==> src/sfc_pkg.sv <==
// Constants, register map and types for the shutter field counter block.
// Assumes a single 100 MHz clock and a simple strobe register port.
package sfc_pkg;

  localparam int unsigned ADDR_W = 5;
  localparam int unsigned DATA_W = 16;

  // Register word offsets
  localparam logic [4:0] OFS_MAIN_ACTION   = 5'h00;
  localparam logic [4:0] OFS_AUX_ACTION    = 5'h01;
  localparam logic [4:0] OFS_MAIN_LIMIT    = 5'h02;
  localparam logic [4:0] OFS_AUX_LIMIT     = 5'h03;
  localparam logic [4:0] OFS_MAIN_DELAY    = 5'h04;
  localparam logic [4:0] OFS_AUX_DELAY     = 5'h05;
  localparam logic [4:0] OFS_SYNC_MASK     = 5'h06;
  localparam logic [4:0] OFS_EXPOSURE_CNT  = 5'h07;
  localparam logic [4:0] OFS_SUBMASK_CNT   = 5'h08;
  localparam logic [4:0] OFS_START_DELAY   = 5'h09;
  localparam logic [4:0] OFS_PULSES        = 5'h0A;
  localparam logic [4:0] OFS_TOG_FIRST     = 5'h0B;
  localparam logic [4:0] OFS_TOG_SECOND    = 5'h0C;
  localparam logic [4:0] OFS_FINE_FIRST    = 5'h0D;
  localparam logic [4:0] OFS_FINE_SECOND   = 5'h0E;
  localparam logic [4:0] OFS_MISC          = 5'h0F;
  localparam logic [4:0] OFS_STATUS        = 5'h10;
  localparam logic [4:0] OFS_MAIN_COUNT    = 5'h11;
  localparam logic [4:0] OFS_AUX_COUNT     = 5'h12;

  // Field positions in the misc, delay and sync mask registers
  localparam int unsigned MISC_POL_BIT     = 0;
  localparam int unsigned MISC_INHIBIT_BIT = 1;
  localparam int unsigned MISC_SKIP1_BIT   = 2;
  localparam int unsigned MISC_FINE_VD_BIT = 3;
  localparam int unsigned DELAY_FIRST_BIT  = 13;
  localparam int unsigned SYNC_MASK_FIELD  = 0;
  localparam int unsigned SYNC_MASK_LINE   = 1;
  localparam int unsigned SYNC_MASK_AUX    = 2;

  // Action codes
  localparam logic [2:0] ACT_IDLE       = 3'h0;
  localparam logic [2:0] ACT_SINGLE     = 3'h1;
  localparam logic [2:0] ACT_REPEAT     = 3'h2;
  localparam logic [2:0] ACT_DELAYED    = 3'h3;
  localparam logic [2:0] ACT_DLY_REPEAT = 3'h4;
  localparam logic [2:0] ACT_EXPOSE     = 3'h5;
  localparam logic [2:0] ACT_READOUT    = 3'h6;
  localparam logic [2:0] ACT_FORCE_IDLE = 3'h7;

  // Reset values and special positions
  localparam logic [13:0] TOG_DISABLED  = 14'h3FFF;
  localparam logic [12:0] CNT_ZERO      = 13'h0000;
  localparam logic [12:0] CNT_ONE       = 13'h0001;
  localparam logic [13:0] PIX_ZERO      = 14'h0000;

  typedef enum logic [2:0] {
    cs_idle  = 3'b000,
    cs_wait  = 3'b001,
    cs_count = 3'b010,
    cs_hold  = 3'b011,
    cs_read  = 3'b100
  } sfc_cnt_st_t;

  typedef struct packed {
    sfc_cnt_st_t st;
    logic [2:0]  mode;
    logic [12:0] cnt;
    logic [12:0] dly;
  } sfc_ctr_t;

endpackage

==> src/sfc_shutter.sv <==
// Shutter timing: substrate-clear pulse string, exposure/readout masking,
// primary and secondary field counters, and a strobe register port.
// Assumes field_sync and line_sync are one-cycle pulses synchronous to clk_sys.
//
// The address-and-strobe port and the address map were chosen for this implementation.
module sfc_shutter (
  input  wire logic        clk_sys,
  input  wire logic        arst_n,
  input  wire logic        field_sync,
  input  wire logic        line_sync,
  input  wire logic        primary_gate_active_line,
  input  wire logic        sense_gate_in,
  input  wire logic [4:0]  reg_addr,
  input  wire logic [15:0] reg_wdata,
  input  wire logic        reg_wr,
  input  wire logic        reg_rd,
  output logic      [15:0] reg_rdata,
  output logic             substrate_clear_pulse,
  output logic             sense_gate_pulse,
  output logic             field_sync_out,
  output logic             line_sync_out
);

  typedef struct packed {
    logic [2:0]  main_action;
    logic [2:0]  aux_action;
    logic [12:0] main_limit;
    logic [11:0] aux_limit;
    logic [13:0] main_delay;
    logic [13:0] aux_delay;
    logic [2:0]  sync_mask;
    logic [12:0] exposure_cnt;
    logic [12:0] submask_cnt;
    logic [12:0] start_delay;
    logic [12:0] pulses;
    logic [13:0] tog_first;
    logic [13:0] tog_second;
    logic [13:0] fine_first;
    logic [13:0] fine_second;
    logic [3:0]  misc;
    sfc_pkg::sfc_ctr_t main_ctr;
    sfc_pkg::sfc_ctr_t aux_ctr;
    logic        mask_run;
    logic [13:0] mask_idx;
    logic [13:0] px;
    logic [12:0] sub_wait;
    logic [12:0] sub_left;
    logic        line_on;
    logic        line_last;
    logic        sh_pol;
    logic [13:0] sh_tog1;
    logic [13:0] sh_tog2;
    logic [13:0] sh_fine1;
    logic [13:0] sh_fine2;
    logic [15:0] rdata;
    logic        sub_out;
    logic        sg_out;
    logic        fs_out;
    logic        ls_out;
  } sfc_state_t;

  sfc_state_t st_q;
  sfc_state_t st_d;

  // Applies a written action code to a counter
  function automatic sfc_pkg::sfc_ctr_t ctr_action(input sfc_pkg::sfc_ctr_t c,
                                                   input logic [2:0] code,
                                                   input logic is_main);
    sfc_pkg::sfc_ctr_t r;
    r = c;
    case (code)
      sfc_pkg::ACT_SINGLE, sfc_pkg::ACT_REPEAT,
      sfc_pkg::ACT_DELAYED, sfc_pkg::ACT_DLY_REPEAT: begin
        r.st   = sfc_pkg::cs_wait;
        r.mode = code;
        r.cnt  = sfc_pkg::CNT_ZERO;
        r.dly  = sfc_pkg::CNT_ZERO;
      end
      sfc_pkg::ACT_EXPOSE: begin
        if (is_main) begin
          r.st   = sfc_pkg::cs_hold;
          r.mode = code;
        end
      end
      sfc_pkg::ACT_READOUT: begin
        if (is_main) begin
          r.st   = sfc_pkg::cs_read;
          r.mode = code;
        end
      end
      default: begin
        r.st   = sfc_pkg::cs_idle;
        r.mode = code;
        r.cnt  = sfc_pkg::CNT_ZERO;
        r.dly  = sfc_pkg::CNT_ZERO;
      end
    endcase
    return r;
  endfunction

  // Advances a counter at a field sync; start flags a new count cycle
  function automatic sfc_pkg::sfc_ctr_t ctr_field(input sfc_pkg::sfc_ctr_t c,
                                                  input logic [12:0] lim,
                                                  input logic [13:0] dly_cfg,
                                                  output logic start);
    sfc_pkg::sfc_ctr_t r;
    logic [12:0]       tgt;
    logic              delayed;
    r       = c;
    start   = 1'b0;
    delayed = (c.mode == sfc_pkg::ACT_DELAYED) || (c.mode == sfc_pkg::ACT_DLY_REPEAT);
    tgt     = delayed ? dly_cfg[12:0] : sfc_pkg::CNT_ZERO;
    case (c.st)
      sfc_pkg::cs_wait: begin
        if (c.dly >= tgt) begin
          r.st  = sfc_pkg::cs_count;
          r.cnt = sfc_pkg::CNT_ONE;
          start = 1'b1;
        end else begin
          r.dly = c.dly + sfc_pkg::CNT_ONE;
        end
      end
      sfc_pkg::cs_count: begin
        if (c.cnt >= lim) begin
          if (c.mode == sfc_pkg::ACT_REPEAT ||
              (c.mode == sfc_pkg::ACT_DLY_REPEAT && dly_cfg[sfc_pkg::DELAY_FIRST_BIT])) begin
            r.cnt = sfc_pkg::CNT_ONE;
            start = 1'b1;
          end else if (c.mode == sfc_pkg::ACT_DLY_REPEAT) begin
            r.st  = sfc_pkg::cs_wait;
            r.dly = CNT_ONE_IF_ZERO(dly_cfg);
            r.cnt = sfc_pkg::CNT_ZERO;
          end else begin
            r.st  = sfc_pkg::cs_idle;
            r.cnt = sfc_pkg::CNT_ZERO;
          end
        end else begin
          r.cnt = c.cnt + sfc_pkg::CNT_ONE;
        end
      end
      default: begin
        r = c;
      end
    endcase
    return r;
  endfunction

  // The field that ends a cycle already counts toward the following delay
  function automatic logic [12:0] CNT_ONE_IF_ZERO(input logic [13:0] d);
    return (d[12:0] == sfc_pkg::CNT_ZERO) ? sfc_pkg::CNT_ZERO : sfc_pkg::CNT_ONE;
  endfunction

  logic        main_start;
  logic        aux_start;
  logic [13:0] win_lo;
  logic [13:0] sg_hi;
  logic [13:0] sub_hi;
  logic        sg_mask;
  logic        sub_mask;
  logic        main_busy;
  logic        aux_busy;
  logic        in_pulse;
  logic        in_fine;
  logic        main_wr;

  always_comb begin
    st_d       = st_q;
    main_start = 1'b0;
    aux_start  = 1'b0;
    main_wr    = reg_wr && (reg_addr == sfc_pkg::OFS_MAIN_ACTION);

    // skip-first shifts the mask window by one field
    win_lo = {13'h0000, st_q.misc[sfc_pkg::MISC_SKIP1_BIT]};
    sg_hi  = win_lo + {1'b0, st_q.exposure_cnt};
    sub_hi = win_lo + {1'b0, st_q.submask_cnt};

    // masks come from the primary counter only
    sg_mask  = (st_q.main_ctr.st == sfc_pkg::cs_hold) ||
               (st_q.mask_run && st_q.mask_idx >= win_lo && st_q.mask_idx < sg_hi);
    sub_mask = (st_q.main_ctr.st == sfc_pkg::cs_hold) ||
               (st_q.main_ctr.st == sfc_pkg::cs_read && st_q.mask_idx < sub_hi) ||
               (st_q.mask_run && st_q.mask_idx >= win_lo && st_q.mask_idx < sub_hi);

    main_busy = st_q.main_ctr.st != sfc_pkg::cs_idle;
    aux_busy  = st_q.aux_ctr.st != sfc_pkg::cs_idle;

    // Field counters
    if (field_sync) begin
      st_d.main_ctr = ctr_field(st_q.main_ctr, st_q.main_limit, st_q.main_delay, main_start);
      st_d.aux_ctr  = ctr_field(st_q.aux_ctr, {1'b0, st_q.aux_limit}, st_q.aux_delay,
                                aux_start);
      if (st_q.mask_run || st_q.main_ctr.st == sfc_pkg::cs_read) begin
        if (st_q.mask_idx != sfc_pkg::TOG_DISABLED) begin
          st_d.mask_idx = st_q.mask_idx + 14'h0001;
        end
      end
      if (st_q.main_ctr.st == sfc_pkg::cs_read && st_q.mask_idx + 14'h0001 >= sub_hi) begin
        st_d.main_ctr.st = sfc_pkg::cs_idle;
      end
      // each new cycle restarts the mask window here
      if (main_start) begin
        st_d.mask_run = 1'b1;
        st_d.mask_idx = sfc_pkg::PIX_ZERO;
      end
    end

    // written actions take effect at once
    if (main_wr) begin
      st_d.main_ctr = ctr_action(st_q.main_ctr, reg_wdata[2:0], 1'b1);
      if (reg_wdata[2:0] == sfc_pkg::ACT_READOUT) begin
        st_d.mask_run = 1'b0;
        st_d.mask_idx = win_lo + {1'b0, st_q.exposure_cnt};
      end else if (reg_wdata[2:0] == sfc_pkg::ACT_IDLE ||
                   reg_wdata[2:0] == sfc_pkg::ACT_FORCE_IDLE) begin
        st_d.mask_run = 1'b0;
      end
    end
    if (reg_wr && reg_addr == sfc_pkg::OFS_AUX_ACTION) begin
      st_d.aux_ctr = ctr_action(st_q.aux_ctr, reg_wdata[2:0], 1'b0);
    end

    // Register writes
    if (reg_wr) begin
      case (reg_addr)
        sfc_pkg::OFS_MAIN_ACTION:  st_d.main_action  = reg_wdata[2:0];
        sfc_pkg::OFS_AUX_ACTION:   st_d.aux_action   = reg_wdata[2:0];
        sfc_pkg::OFS_MAIN_LIMIT:   st_d.main_limit   = reg_wdata[12:0];
        sfc_pkg::OFS_AUX_LIMIT:    st_d.aux_limit    = reg_wdata[11:0];
        sfc_pkg::OFS_MAIN_DELAY:   st_d.main_delay   = reg_wdata[13:0];
        sfc_pkg::OFS_AUX_DELAY:    st_d.aux_delay    = reg_wdata[13:0];
        sfc_pkg::OFS_SYNC_MASK:    st_d.sync_mask    = reg_wdata[2:0];
        sfc_pkg::OFS_EXPOSURE_CNT: st_d.exposure_cnt = reg_wdata[12:0];
        sfc_pkg::OFS_SUBMASK_CNT:  st_d.submask_cnt  = reg_wdata[12:0];
        sfc_pkg::OFS_START_DELAY:  st_d.start_delay  = reg_wdata[12:0];
        sfc_pkg::OFS_PULSES:       st_d.pulses       = reg_wdata[12:0];
        sfc_pkg::OFS_TOG_FIRST:    st_d.tog_first    = reg_wdata[13:0];
        sfc_pkg::OFS_TOG_SECOND:   st_d.tog_second   = reg_wdata[13:0];
        sfc_pkg::OFS_FINE_FIRST:   st_d.fine_first   = reg_wdata[13:0];
        sfc_pkg::OFS_FINE_SECOND:  st_d.fine_second  = reg_wdata[13:0];
        sfc_pkg::OFS_MISC:         st_d.misc         = reg_wdata[3:0];
        default:                   st_d.misc         = st_q.misc;
      endcase
    end

    // Read data stand for exactly one cycle
    st_d.rdata = 16'h0000;
    if (reg_rd) begin
      case (reg_addr)
        sfc_pkg::OFS_MAIN_ACTION:  st_d.rdata = {13'h0000, st_q.main_action};
        sfc_pkg::OFS_AUX_ACTION:   st_d.rdata = {13'h0000, st_q.aux_action};
        sfc_pkg::OFS_MAIN_LIMIT:   st_d.rdata = {3'h0, st_q.main_limit};
        sfc_pkg::OFS_AUX_LIMIT:    st_d.rdata = {4'h0, st_q.aux_limit};
        sfc_pkg::OFS_MAIN_DELAY:   st_d.rdata = {2'h0, st_q.main_delay};
        sfc_pkg::OFS_AUX_DELAY:    st_d.rdata = {2'h0, st_q.aux_delay};
        sfc_pkg::OFS_SYNC_MASK:    st_d.rdata = {13'h0000, st_q.sync_mask};
        sfc_pkg::OFS_EXPOSURE_CNT: st_d.rdata = {3'h0, st_q.exposure_cnt};
        sfc_pkg::OFS_SUBMASK_CNT:  st_d.rdata = {3'h0, st_q.submask_cnt};
        sfc_pkg::OFS_START_DELAY:  st_d.rdata = {3'h0, st_q.start_delay};
        sfc_pkg::OFS_PULSES:       st_d.rdata = {3'h0, st_q.pulses};
        sfc_pkg::OFS_TOG_FIRST:    st_d.rdata = {2'h0, st_q.tog_first};
        sfc_pkg::OFS_TOG_SECOND:   st_d.rdata = {2'h0, st_q.tog_second};
        sfc_pkg::OFS_FINE_FIRST:   st_d.rdata = {2'h0, st_q.fine_first};
        sfc_pkg::OFS_FINE_SECOND:  st_d.rdata = {2'h0, st_q.fine_second};
        sfc_pkg::OFS_MISC:         st_d.rdata = {12'h000, st_q.misc};
        sfc_pkg::OFS_STATUS:       st_d.rdata = {8'h00, sg_mask, sub_mask, st_q.aux_ctr.st,
                                                 st_q.main_ctr.st};
        sfc_pkg::OFS_MAIN_COUNT:   st_d.rdata = {3'h0, st_q.main_ctr.cnt};
        sfc_pkg::OFS_AUX_COUNT:    st_d.rdata = {3'h0, st_q.aux_ctr.cnt};
        default:                   st_d.rdata = 16'h0000;
      endcase
    end

    // Pixel position within the line
    if (line_sync) begin
      st_d.px = sfc_pkg::PIX_ZERO;
    end else if (st_q.px != sfc_pkg::TOG_DISABLED) begin
      st_d.px = st_q.px + 14'h0001;
    end

    // fine toggles may follow field sync instead of the gate line
    if (field_sync && st_q.misc[sfc_pkg::MISC_FINE_VD_BIT]) begin
      st_d.sh_fine1 = st_q.fine_first;
      st_d.sh_fine2 = st_q.fine_second;
    end

    // Line engine: one pulse line per line sync at most
    if (line_sync) begin
      if (primary_gate_active_line) begin
        // load the pulse string at the gate line
        st_d.sub_wait  = st_q.start_delay;
        st_d.sub_left  = st_q.pulses;
        st_d.line_on   = 1'b0;
        st_d.line_last = 1'b0;
        st_d.sh_pol    = st_q.misc[sfc_pkg::MISC_POL_BIT];
        st_d.sh_tog1   = st_q.tog_first;
        st_d.sh_tog2   = st_q.tog_second;
        if (!st_q.misc[sfc_pkg::MISC_FINE_VD_BIT]) begin
          st_d.sh_fine1 = st_q.fine_first;
          st_d.sh_fine2 = st_q.fine_second;
        end
      end else if (st_q.sub_wait != sfc_pkg::CNT_ZERO) begin
        st_d.sub_wait = st_q.sub_wait - sfc_pkg::CNT_ONE;
        st_d.line_on  = 1'b0;
      end else if (st_q.sub_left != sfc_pkg::CNT_ZERO) begin
        st_d.line_on   = 1'b1;
        st_d.line_last = st_q.sub_left == sfc_pkg::CNT_ONE;
        st_d.sub_left  = st_q.sub_left - sfc_pkg::CNT_ONE;
      end else begin
        st_d.line_on   = 1'b0;
        st_d.line_last = 1'b0;
      end
    end

    in_pulse = st_q.line_on && st_q.px >= st_q.sh_tog1 && st_q.px < st_q.sh_tog2;
    in_fine  = st_q.line_on && st_q.line_last && st_q.sh_fine1 != sfc_pkg::TOG_DISABLED &&
               st_q.px >= st_q.sh_fine1 && st_q.px < st_q.sh_fine2;
    // substrate masked to its idle level
    st_d.sub_out = sub_mask ? st_q.sh_pol : (st_q.sh_pol ^ (in_pulse || in_fine));
    st_d.sg_out  = sense_gate_in && !sg_mask && !st_q.misc[sfc_pkg::MISC_INHIBIT_BIT];

    st_d.fs_out = field_sync && !(st_q.sync_mask[sfc_pkg::SYNC_MASK_FIELD] &&
                  (main_busy || (st_q.sync_mask[sfc_pkg::SYNC_MASK_AUX] && aux_busy)));
    st_d.ls_out = line_sync && !(st_q.sync_mask[sfc_pkg::SYNC_MASK_LINE] &&
                  (main_busy || (st_q.sync_mask[sfc_pkg::SYNC_MASK_AUX] && aux_busy)));
  end

  always_ff @(posedge clk_sys or negedge arst_n) begin
    if (!arst_n) begin
      st_q             <= '0;
      st_q.fine_first  <= sfc_pkg::TOG_DISABLED;
      st_q.fine_second <= sfc_pkg::TOG_DISABLED;
      st_q.sh_fine1    <= sfc_pkg::TOG_DISABLED;
      st_q.sh_fine2    <= sfc_pkg::TOG_DISABLED;
    end else begin
      st_q <= st_d;
    end
  end

  assign reg_rdata             = st_q.rdata;
  assign substrate_clear_pulse = st_q.sub_out;
  assign sense_gate_pulse      = st_q.sg_out;
  assign field_sync_out        = st_q.fs_out;
  assign line_sync_out         = st_q.ls_out;

  a_hold_sg_low: assert property (@(posedge clk_sys) disable iff (!arst_n)
    st_q.main_ctr.st == sfc_pkg::cs_hold |=> !sense_gate_pulse)
    else $error("sense gate seen during manual exposure");

  a_inhibit_sg: assert property (@(posedge clk_sys) disable iff (!arst_n)
    st_q.misc[sfc_pkg::MISC_INHIBIT_BIT] |=> !sense_gate_pulse)
    else $error("sense gate passed while inhibited");

  a_sub_masked: assert property (@(posedge clk_sys) disable iff (!arst_n)
    sub_mask |=> substrate_clear_pulse == $past(st_q.sh_pol))
    else $error("substrate pulse during mask");

  a_force_idle: assert property (@(posedge clk_sys) disable iff (!arst_n)
    main_wr && reg_wdata[2:0] == sfc_pkg::ACT_FORCE_IDLE
    |=> st_q.main_ctr.st == sfc_pkg::cs_idle && !st_q.mask_run)
    else $error("force idle not taken");

  a_single_end: assert property (@(posedge clk_sys) disable iff (!arst_n)
    field_sync && !main_wr && st_q.main_ctr.st == sfc_pkg::cs_count &&
    st_q.main_ctr.mode == sfc_pkg::ACT_SINGLE && st_q.main_ctr.cnt >= st_q.main_limit
    |=> st_q.main_ctr.st == sfc_pkg::cs_idle)
    else $error("single count did not return to idle");

  a_repeat_wrap: assert property (@(posedge clk_sys) disable iff (!arst_n)
    field_sync && !main_wr && st_q.main_ctr.st == sfc_pkg::cs_count &&
    st_q.main_ctr.mode == sfc_pkg::ACT_REPEAT && st_q.main_ctr.cnt >= st_q.main_limit
    |=> st_q.main_ctr.cnt == sfc_pkg::CNT_ONE && st_q.mask_idx == sfc_pkg::PIX_ZERO)
    else $error("repeating count did not wrap");

  a_count_step: assert property (@(posedge clk_sys) disable iff (!arst_n)
    field_sync && !main_wr && st_q.main_ctr.st == sfc_pkg::cs_count &&
    st_q.main_ctr.cnt < st_q.main_limit
    |=> st_q.main_ctr.cnt == $past(st_q.main_ctr.cnt) + sfc_pkg::CNT_ONE)
    else $error("field count step wrong");

  a_readout_entry: assert property (@(posedge clk_sys) disable iff (!arst_n)
    main_wr && reg_wdata[2:0] == sfc_pkg::ACT_READOUT
    |=> st_q.main_ctr.st == sfc_pkg::cs_read && !sg_mask)
    else $error("readout did not release sense gate");

  // string changes only at line sync
  a_one_per_line: assert property (@(posedge clk_sys) disable iff (!arst_n)
    !line_sync |=> $stable(st_q.sub_left) && $stable(st_q.line_on))
    else $error("pulse string advanced off a line sync");

  a_delay_wait: assert property (@(posedge clk_sys) disable iff (!arst_n)
    field_sync && !main_wr && st_q.main_ctr.st == sfc_pkg::cs_wait &&
    st_q.main_ctr.mode == sfc_pkg::ACT_DELAYED && st_q.main_ctr.dly < st_q.main_delay[12:0]
    |=> st_q.main_ctr.st == sfc_pkg::cs_wait &&
        st_q.main_ctr.dly == $past(st_q.main_ctr.dly) + sfc_pkg::CNT_ONE)
    else $error("delay did not advance");

endmodule

==> config.mk <==
export PLATFORM = sky130hd
export DESIGN_NAME = sfc_shutter
export DESIGN_NICKNAME = d
export VERILOG_FILES = /design/src/sfc_pkg.sv /design/src/sfc_shutter.sv
export SDC_FILE = /design/constraint.sdc
export NUM_CORES = 1
export LEC_CHECK = 0
export ABC_CLOCK_PERIOD_IN_PS = 8000
export BUFFER_PORTS_ARGS = -buffer_cell sky130_fd_sc_hd__buf_2
export CORE_ASPECT_RATIO = 0.8
export CORE_MARGIN = 2
export CORE_UTILIZATION = 62
export CTS_CLUSTER_SIZE = 12
export DETAILED_ROUTE_END_ITERATION = 6
export PLACE_DENSITY_LB_ADDON = 0.2
export SLEW_MARGIN = 10
export SYNTH_ARGS = -nofsm -noshare
export SYNTH_HDL_FRONTEND = slang
export SYNTH_SLANG_ARGS = --single-unit
==> constraint.sdc <==
create_clock -name clk_sys -period 8 [get_ports clk_sys]
set_input_delay 1.6 -clock clk_sys [delete_from_list [all_inputs] [get_ports clk_sys]]
set_output_delay 1.6 -clock clk_sys [all_outputs]
set_load 0.02 [all_outputs]
# Yosys cells after proc, flatten, opt, wreduce, memory -nomap -nowiden
# Index checks and enable logic that the tools add are counted.
# totals
ff_bits	372
latch_bits	0
ram_bits	0
romBits	0
in_bits	29
output_inout_bits	20
word_cells	270
n_memories	0
# classes
n_addsub	10
n_mul	0
n_div	0
order_cmp	12
eq_ne	57
shift	0
muxes	65
bitwise_logic	2
reduce_logical	83
# ops
op	n
14-bit case mux with 19 select lines	1
13-bit two-way mux	17
28-bit two-way mux	5
26-bit case mux with 2 select lines	2
14-bit two-way mux	6
79-bit two-way mux	1
32-bit two-way mux	2
32-bit case mux with 2 select lines	1
14-bit < comparator	4
13-bit by 1-bit adder with 13-bit output (second input constant)	4
14-bit greater-or-equal comparator	3
14-bit != test (second input constant)	3
5-bit by 4-bit equality test with 1-bit output (second input constant)	8
2-bit AND reduction	20
13-bit greater-or-equal comparator	3
15-bit two-way mux	2
3-bit != test (second input constant)	10
1-bit by 13-bit adder with 14-bit output	2
14-bit by 1-bit adder with 14-bit output (second input constant)	2
3-bit by 2-bit equality test with 1-bit output (second input constant)	9
13-bit zero test	2
26-bit two-way mux	1
13-bit nonzero test	2
13-bit by 1-bit subtractor with 13-bit output (second input constant)	2
34 further kinds	117

# Depth between registers and ports, before layout
# Gate-level depths: netlist of run 1.
# depth
depth_word	12
mapped_depth	15

# Worst setup path after synthesis of run 1
# Ideal clock, no wire load.
# synth_timing
path_type	input-to-reg
startpoint	input reg_addr[1]
endpoint	register st_q[138] (netlist name)
setup_time_ns	0.092
t_arrival_ns	3.284
setup_slack_ns	4.624
cell_stages	10
path_buffers	2
cell_sequence	buf_4 > nand2b_2 > nor2_4 > nand2_4 > nand3_2 > a2111oi_4 > nor3_2 > or3b_1 > buf_6 > o31ai_2
# synth_via
elab_chain_len	4
elab_cells_between_ends	11
cone_classes	eq/ne: 6; mux: 1; reduce/logical: 4
# synth_rtl
item	line	text
start: declaration	sfc_shutter.sv:13	input wire logic [4:0] reg_addr,
5-bit by 1-bit equality test with 1-bit output *	sfc_shutter.sv:218	if (reg_wr && reg_addr == sfc_pkg::OFS_AUX_ACTION) begin
1-bit logical AND *	sfc_shutter.sv:218	
3-bit != test (no source line) (tied with other cells)	n/a	
7-bit AND reduction (no source line)	n/a	
end signal: assignment	sfc_shutter.sv:335	st_q <= st_d;
end: declaration	sfc_shutter.sv:62	sfc_state_t st_q;
# Every way passes the cells marked *; elsewhere a longest branch is shown, timed or not.
# A chain may end at the register's enable or synchronous reset.

# Final worst setup path of run 1
# layout_timing
startpoint	input reg_addr[4]
endpoint	register st_q[337] (netlist name)
# layout_via
elab_chain_len	2
# layout_rtl
item	line	text
5-bit by 3-bit equality test with 1-bit output	sfc_shutter.sv:224	case (reg_addr)
2-bit AND reduction (no source line)	n/a	
# No other way between the ends.

==> results of run 1 <==
## registers in the layout (all words and copies together), names as in the netlist
| register | cells |
|---|---|
| substrate_clear_pulse | 1 |
| line_sync_out | 1 |
| reg_rdata | 14 |
| sense_gate_pulse | 1 |
| field_sync_out | 1 |
| st_q | 351 |
## per-layer routing
layer  vias to the layer above  GRT usage, %
li1                       7944             -
met1                      8799          53.4
met2                       843          54.9
met3                       143          9.60
met4                         2          13.3
met5                         -             0
## power by group
| part | switching (mW) | total (mW) | internal (mW) |
|---|---|---|---|
| sequential | 0.546 | 2.85 | 2.30 |
| combinational | 0.910 | 1.63 | 0.720 |
| clock | 0.771 | 1.80 | 1.03 |
| total | 2.23 | 6.28 | 4.05 |
## cells by family (layout without fill, tap and decap cells)
| family | count (synthesis) | in the layout | share of synthesized area, % |
|---|---|---|---|
| fa+ha+maj | 155 | 155 | 8.94 |
| compound gates | 547 | 547 | 17.1 |
| simple gates | 639 | 639 | 14.5 |
| xor+xnor | 53 | 53 | 2.14 |
| mux | 188 | 188 | 9.74 |
| flops | 369 | 369 | 42.9 |
| other cells | 1 | 4 | 0.0173 |
| buf+inv | 241 | 253 | 4.62 |
## final cells by class
type	instances	area [µm²]
Timing Repair Buffer	62	378
Antenna cell	2	5.00
Fill cell	2730	11200
Clock inverter	9	88.8
Multi-Input combinational cell	1584	11400
Clock buffer	63	1160
Sequential cell	369	9300
Tap cell	472	591
Inverter	119	447
## worst paths after layout
check                            endpoint  slack (ns)  cells after the start
max in group asynchronous       st_q[291]        5.44                      2
worst max-delay path            st_q[337]        4.12                      5
worst min-delay path            st_q[366]        0.49                      2
worst min register to register  st_q[366]        0.49                      2
worst max register to register  st_q[146]        4.29                     11
min in group asynchronous       st_q[138]        1.13                      1
## per-stage QoR
stage / power, mW / util, %
2_1_floorplan: 3.85 / -
3_3_place_gp: 4.35 / 63.9
3_5_place_dp: 4.45 / 63.9
4_1_cts: 6.25 / 67.5
5_1_grt: 6.60 / 67.6
6_report: 6.28 / 67.6
## cell usage in the layout, fill, tap and decap left out, types with 30 or more instances in the layout
cell type,synthesis,layout
a21o_1,30,30
nor2_1,123,123
nand4_1,33,33
dfstp_2,56,56
a22o_1,41,41
ha_1,154,154
dfrtp_1,313,313
inv_1,119,119
o21ai_0,164,164
a22oi_1,44,44
nand2_1,228,228
mux2_2,181,181
nand3_1,63,63
buf_2,9,43
and3_1,43,43
nor3_1,33,32
clkbuf_16,0,40
a21oi_1,65,64
## tightest hold or removal path: cells and delay by family (launching register included)
family           cells  cell delay (ns)
AND/OR/NAND/NOR      2             0.10
flip-flops           1             0.35
==> metrics.md, run 1 <==
| Metric | Value |
|---|---|
| Nature of the critical path endpoint | flop |
| Drt drc | 0 |
| Worst-path maximum fanout | 15 |
| Buf+Inv Stages, Crit Path | 1 |
| Slowest stage delay, CP | 0.87 ns |
| Most frequent cells after synthesis | 313 x dfrtp_1, 228 x nand2_1, 181 x mux2_2 |
| Initial antenna violation count | 4 |
| Worst r2r src | st_q[161] |
| Top Layer Used | met5 |
| CP Data Arrival Time | 4.31 ns |
| First-pass GRT wire length | 102 mm |
| Number of synthesized register bits | 369 |
| HPWL Detailed | 48.6 mm |
| Final hold violations | 0 |
| Met3 wire len | 7.04 mm |
| Clk_skew | 0.0114 ns |
| Post-Syn Instances | 2193 |
| Wirelength per Cell | 24.8 µm |
| Worst-case clock buffer depth | 3 |
| Tightest Pin Transition | 1.19 ns |
| Wire length on met2 | 28.5 mm |
| Relative slew slack | 20.5% |
| Peak supply drop | 187 µV |
| Skew-Pair Late Insertion Delay | 0.55 ns |
| Slew Viols, Final | 0 |
| GR Util All Layers | 37.3% |
| Gpl congestion | 0.981 |
| Syn Std Cell Area | 21700 µm² |
| I/O pin count | 49 |
| Post-Place Cell Area | 22100 µm² |
| H-tree Lvls | 2 |
| I/O Buffers | 44 |
| Clk sinks | 369 |
| Vias | 17.7k |
| Beginning of the critical path | reg_addr[4] |
| WL final | 66.5 mm |
| FP Rows | 61 |
| Most area-consuming cells after synthesis | dfrtp_1 36%, mux2_2 9.4%, ha_1 8.9% |
| Die height | 171 µm |
| Max stage delay cell, worst path | nor3_2 |
| Async set-reset flop share out of synthesis | 100% |
| Core ar. | 34600 µm² |
| CP required | 8.43 ns |
| Post-synth top area share | 36.1% |
| Tmin final | 3.88 ns |
| Unrepaired setup endpoints after global routing | no |
| Hold path start | st_q[366] |
| Status | finished, final reports clean |
| Reg clk slew, reported paths | 0.06 ns |
| Setup violations, final | 0 |
| Root Driver | clkbuf_16 |
| Cts repair resizes | 0 |
| Sequential share of the synthesized area | 42.9% |
| Finished Cell Area | 23400 µm² |
| Synth warn | 0 |
| Post-synth EDFFs | 0 |
| Metal1 wirelength | 28.5 mm |
| Crit path max-delay family | simple AND/OR/NAND/NOR gates |
| CTS hold repair buffers | 0 |
| Post-synth top area cell | dfrtp_1 |
| HP Class | reg -> reg |
| Vias per cell | 6.62 |
| Most frequently used flop master after synthesis | dfrtp_1 |
| Yosys cell types | 99 |
| DIE WIDTH | 213 µm |
| Vias in the first global route | 16.9k |
| ANT nets after route | 0 |
| Power per Cell Area | 269 nW/µm² |
| GRT Residual Overflow | 0 |
| Router iterations before antenna repair | 6 |
| CTS Buf Count | 40 |
| Syn Area/Cell | 9.89 µm² |
| Setup CP Type | in -> reg |
| Pre-CTS setup slack | 3.64 ns |
| Initial core utilization | 62.7% |
| Critical-path cell list | buf_2, or3b_2, nor3_2, nand2_1, mux2_2 |
| Post-Place Cells | 2606 |
| CP startpoint kind | primary input |
| Final #Nets | 2359 |
| CTS tree | built |
| Max Cap Violations | 0 |
| Period utilization | 48.5% |
| Setup bufs post-CTS | 0 |
| Share of layout cells above drive strength 1 | 18.1% |
| Cell with the most instances after synthesis | dfrtp_1 |
| Leak | 10.5 nW |
| Die area | 36500 µm² |
| Fin worst setup slack | 4.12 ns |
| Final cell count without fillers | 2680 |
| Area grow syn2layout | 7.74% |
| Total negative slack | 0 ns |
| Pin count of the biggest net entering global routing | 166 |
| 1st-iter DRT viols | 2072 |
| Maximum clock rate | 258 MHz |
| WHS | 0.489 ns |
(Power assumes the default switching activity.)
==> run 2: changes to the inputs <==
ABC_CLOCK_PERIOD_IN_PS = 3200   (was 8000)
CORE_UTILIZATION = 58   (was 62)
clock period = 3.2 ns   (was 8 ns; I/O delays follow)
==> run 2 against run 1 <==
  * Critical path depth is 7 higher
  * Non-clock buffer count is 79 higher
  * Hold slack worse by 0.40 ns
  * Largest power group unchanged
  * Global-route usage is 1.2 points lower
  * Register-to-register slack worse by 4.2 ns
  * Via count is 2.1% higher
  * Sequential cell count stayed put
  * First-iteration DRC count is 5.3% lower
  * Clock power grew to 2.7 times the previous value
==> metrics.md, run 2 (same netlist as run 1, synthesis figures left out) <==
| Metric | Value |
|---|---|
| Total negative slack | 0 ns (unchanged) |
| Reg clk slew, reported paths | 0.06 ns (about the same) |
| Finished Cell Area | 24200 µm² (+3.8%) |
| Maximum clock rate | 320 MHz |
| HP Class | in -> async |
| Die area | 39000 µm² (+6.7%) |
| Post-Place Cells | 2694 (+3.4%) |
| CTS hold repair buffers | 0 (unchanged) |
| Nature of the critical path endpoint | flop |
| Wirelength per Cell | 24.9 µm (+0.51%) |
| Top Layer Used | met5 |
| I/O pin count | 49 (unchanged) |
| Peak supply drop | 506 µV (+170%) |
| CTS Buf Count | 41 (+2.5%) |
| Clk sinks | 369 (unchanged) |
| First-pass GRT wire length | 106 mm (+3.4%) |
| GRT Residual Overflow | 0 (unchanged) |
| Most frequent cells in the layout | 310 x dfrtp_1, 228 x nand2_1, 181 x mux2_2 |
| Drt drc | 0 (unchanged) |
| Post-Place Cell Area | 22700 µm² (+2.7%) |
| Vias per cell | 6.52 (-1.4%) |
| Initial antenna violation count | 0 (-4) |
| Final hold violations | 0 (unchanged) |
| CP startpoint kind | flop |
| Root Driver | clkbuf_16 |
| 1st-iter DRT viols | 1962 (-5.3%) |
| Slew Viols, Final | 0 (unchanged) |
| Tightest Pin Transition | 0.881 ns (-0.308 ns) |
| Reg with most FFs | st_q |
| Pin count of the biggest net entering global routing | 86 (-48%) |
| CP Data Arrival Time | 3.57 ns (-0.74 ns) |
| Met3 wire len | 7.02 mm (-0.27%) |
| Final Power | 16.4 mW (+160%) |
| GR Util All Layers | 36.1% (-1.2 points) |
| Initial core utilization | 58.6% (-4.1 points) |
| Core ar. | 37000 µm² (+6.9%) |
| WL final | 69.2 mm (+4.1%) |
| CTS tree | built |
| Power per Cell Area | 678 nW/µm² (+150%) |
| H-tree Lvls | 2 (unchanged) |
| WHS | 0.0932 ns (-0.396 ns) |
| Setup CP Type | reg -> reg |
| Tmin final | 3.13 ns |
| Relative slew slack | 41.3% (+21 points) |
| Status | finished, final reports clean |
| Metal1 wirelength | 30.4 mm (+6.7%) |
| Router iterations before antenna repair | 6 (unchanged) |
| Wire length on met2 | 29.3 mm (+2.8%) |
| DIE WIDTH | 220 µm (+3.3%) |
| Area grow syn2layout | 11.8% |
| Share of layout cells above drive strength 1 | 22.4% (+4.2 points) |
| Max Cap Violations | 0 (unchanged) |
| Max reg flops | 351 (unchanged) |
| Clk_skew | 0.0214 ns (+0.0101 ns) |
| Skew-Pair Late Insertion Delay | 0.56 ns (about the same) |
| Leak | 11.0 nW (+4.6%) |
| Worst-case clock buffer depth | 3 (unchanged) |
| Vias in the first global route | 17.6k (+3.7%) |
| Vias | 18.1k (+2.1%) |
| HPWL Detailed | 51.0 mm (+4.7%) |
| Final #Nets | 2440 (+3.4%) |
| ANT nets after route | 0 (unchanged) |
| Worst-path maximum fanout | 6 (-9) |
| Diodes inserted | 0 (-2) |
| I/O Buffers | 44 (unchanged) |
| Gpl congestion | 1.02 (+4.5%) |
| Setup violations, final | 0 (unchanged) |
| Final cell count without fillers | 2776 (+3.6%) |
| Die height | 177 µm (+3.3%) |
| CP required | 3.64 ns (-4.79 ns) |
| FP Rows | 63 (+3.3%) |
| Most common cell after layout, fill and taps aside | dfrtp_1 |
| Period utilization | 97.7% |
-- run 2: cell count changes in the layout (fill, tap and decap cells not counted), sizes merged --
cell | before | now
buf | 62 | 141
bufinv | 1 | 3
diode | 2 | 0
or3b | 3 | 4
clkinvlp | 0 | 1
-- run 2: through the flow --
| stage | worst slack [ns] | utilization (%) |
|---|---|---|
| after global routing | -0.0239 | 65.6 |
| after floorplan | 0.0556 | - |
| final | 0.0721 | 65.6 |
| after CTS | 0.0138 | 65.1 |
| after global placement | 0.115 | 61.4 |
| after detailed placement | -0.0159 | 61.4 |
-- run 2: report_power, final --
group	total [mW]	switching, mW	internal, mW
Combinational	4.52	2.50	2.02
Sequential	7.04	1.27	5.77
Clock	4.88	2.01	2.87
Total	16.4	5.78	10.7
-- run 2: critical path, stage by stage, from the launching register on --
cell,delay [ns]
dfrtp_1,0.59
and3_1,0.33
nand4_1,0.13
xor2_1,0.24
ha_2,0.27
nor2_1,0.05
and4_1,0.24
nor3_1,0.18
o21ai_0,0.11
a22o_1,0.26
a21oi_1,0.24
o21ai_0,0.12
a31o_1,0.25
-- run 2: metal layers --
metal	up-vias	GRT usage, %
met5	-	0
met4	2	12.3
met3	152	8.93
met2	864	52.7
met1	8982	52.4
li1	8112	-
-- run 2: final cells by class --
| cell class | instances | area, µm² |
|---|---|---|
| Inverter | 119 | 447 |
| Clock inverter | 12 | 170 |
| Clock buffer | 63 | 1210 |
| Multi-Input combinational cell | 1585 | 11500 |
| Tap cell | 487 | 609 |
| Sequential cell | 369 | 9310 |
| Fill cell | 2953 | 12700 |
| Timing Repair Buffer | 141 | 993 |
-- run 2: repair_timing --
item	CTS	global route
resized for setup	1	39
cloned	0	2
endpoints found under the setup margin	1	49
pin swaps	0	6
hold endpoints to repair	0	0
setup buffers	0	5
-- run 2: final timing paths --
kind | slack, ns | from | end | depth (start not counted)
worst max-delay path | 0.07 | st_q[290] | reg_rdata[6] | 12
worst min-delay path | 0.09 | arst_n | st_q[143] | 1
worst max register to register | 0.07 | st_q[290] | reg_rdata[6] | 12
worst min register to register | 0.50 | st_q[369] | st_q[369] | 2
max in group asynchronous | 2.21 | arst_n | st_q[23] | 2
min in group clk_sys | 0.39 | sense_gate_in | sense_gate_pulse | 3
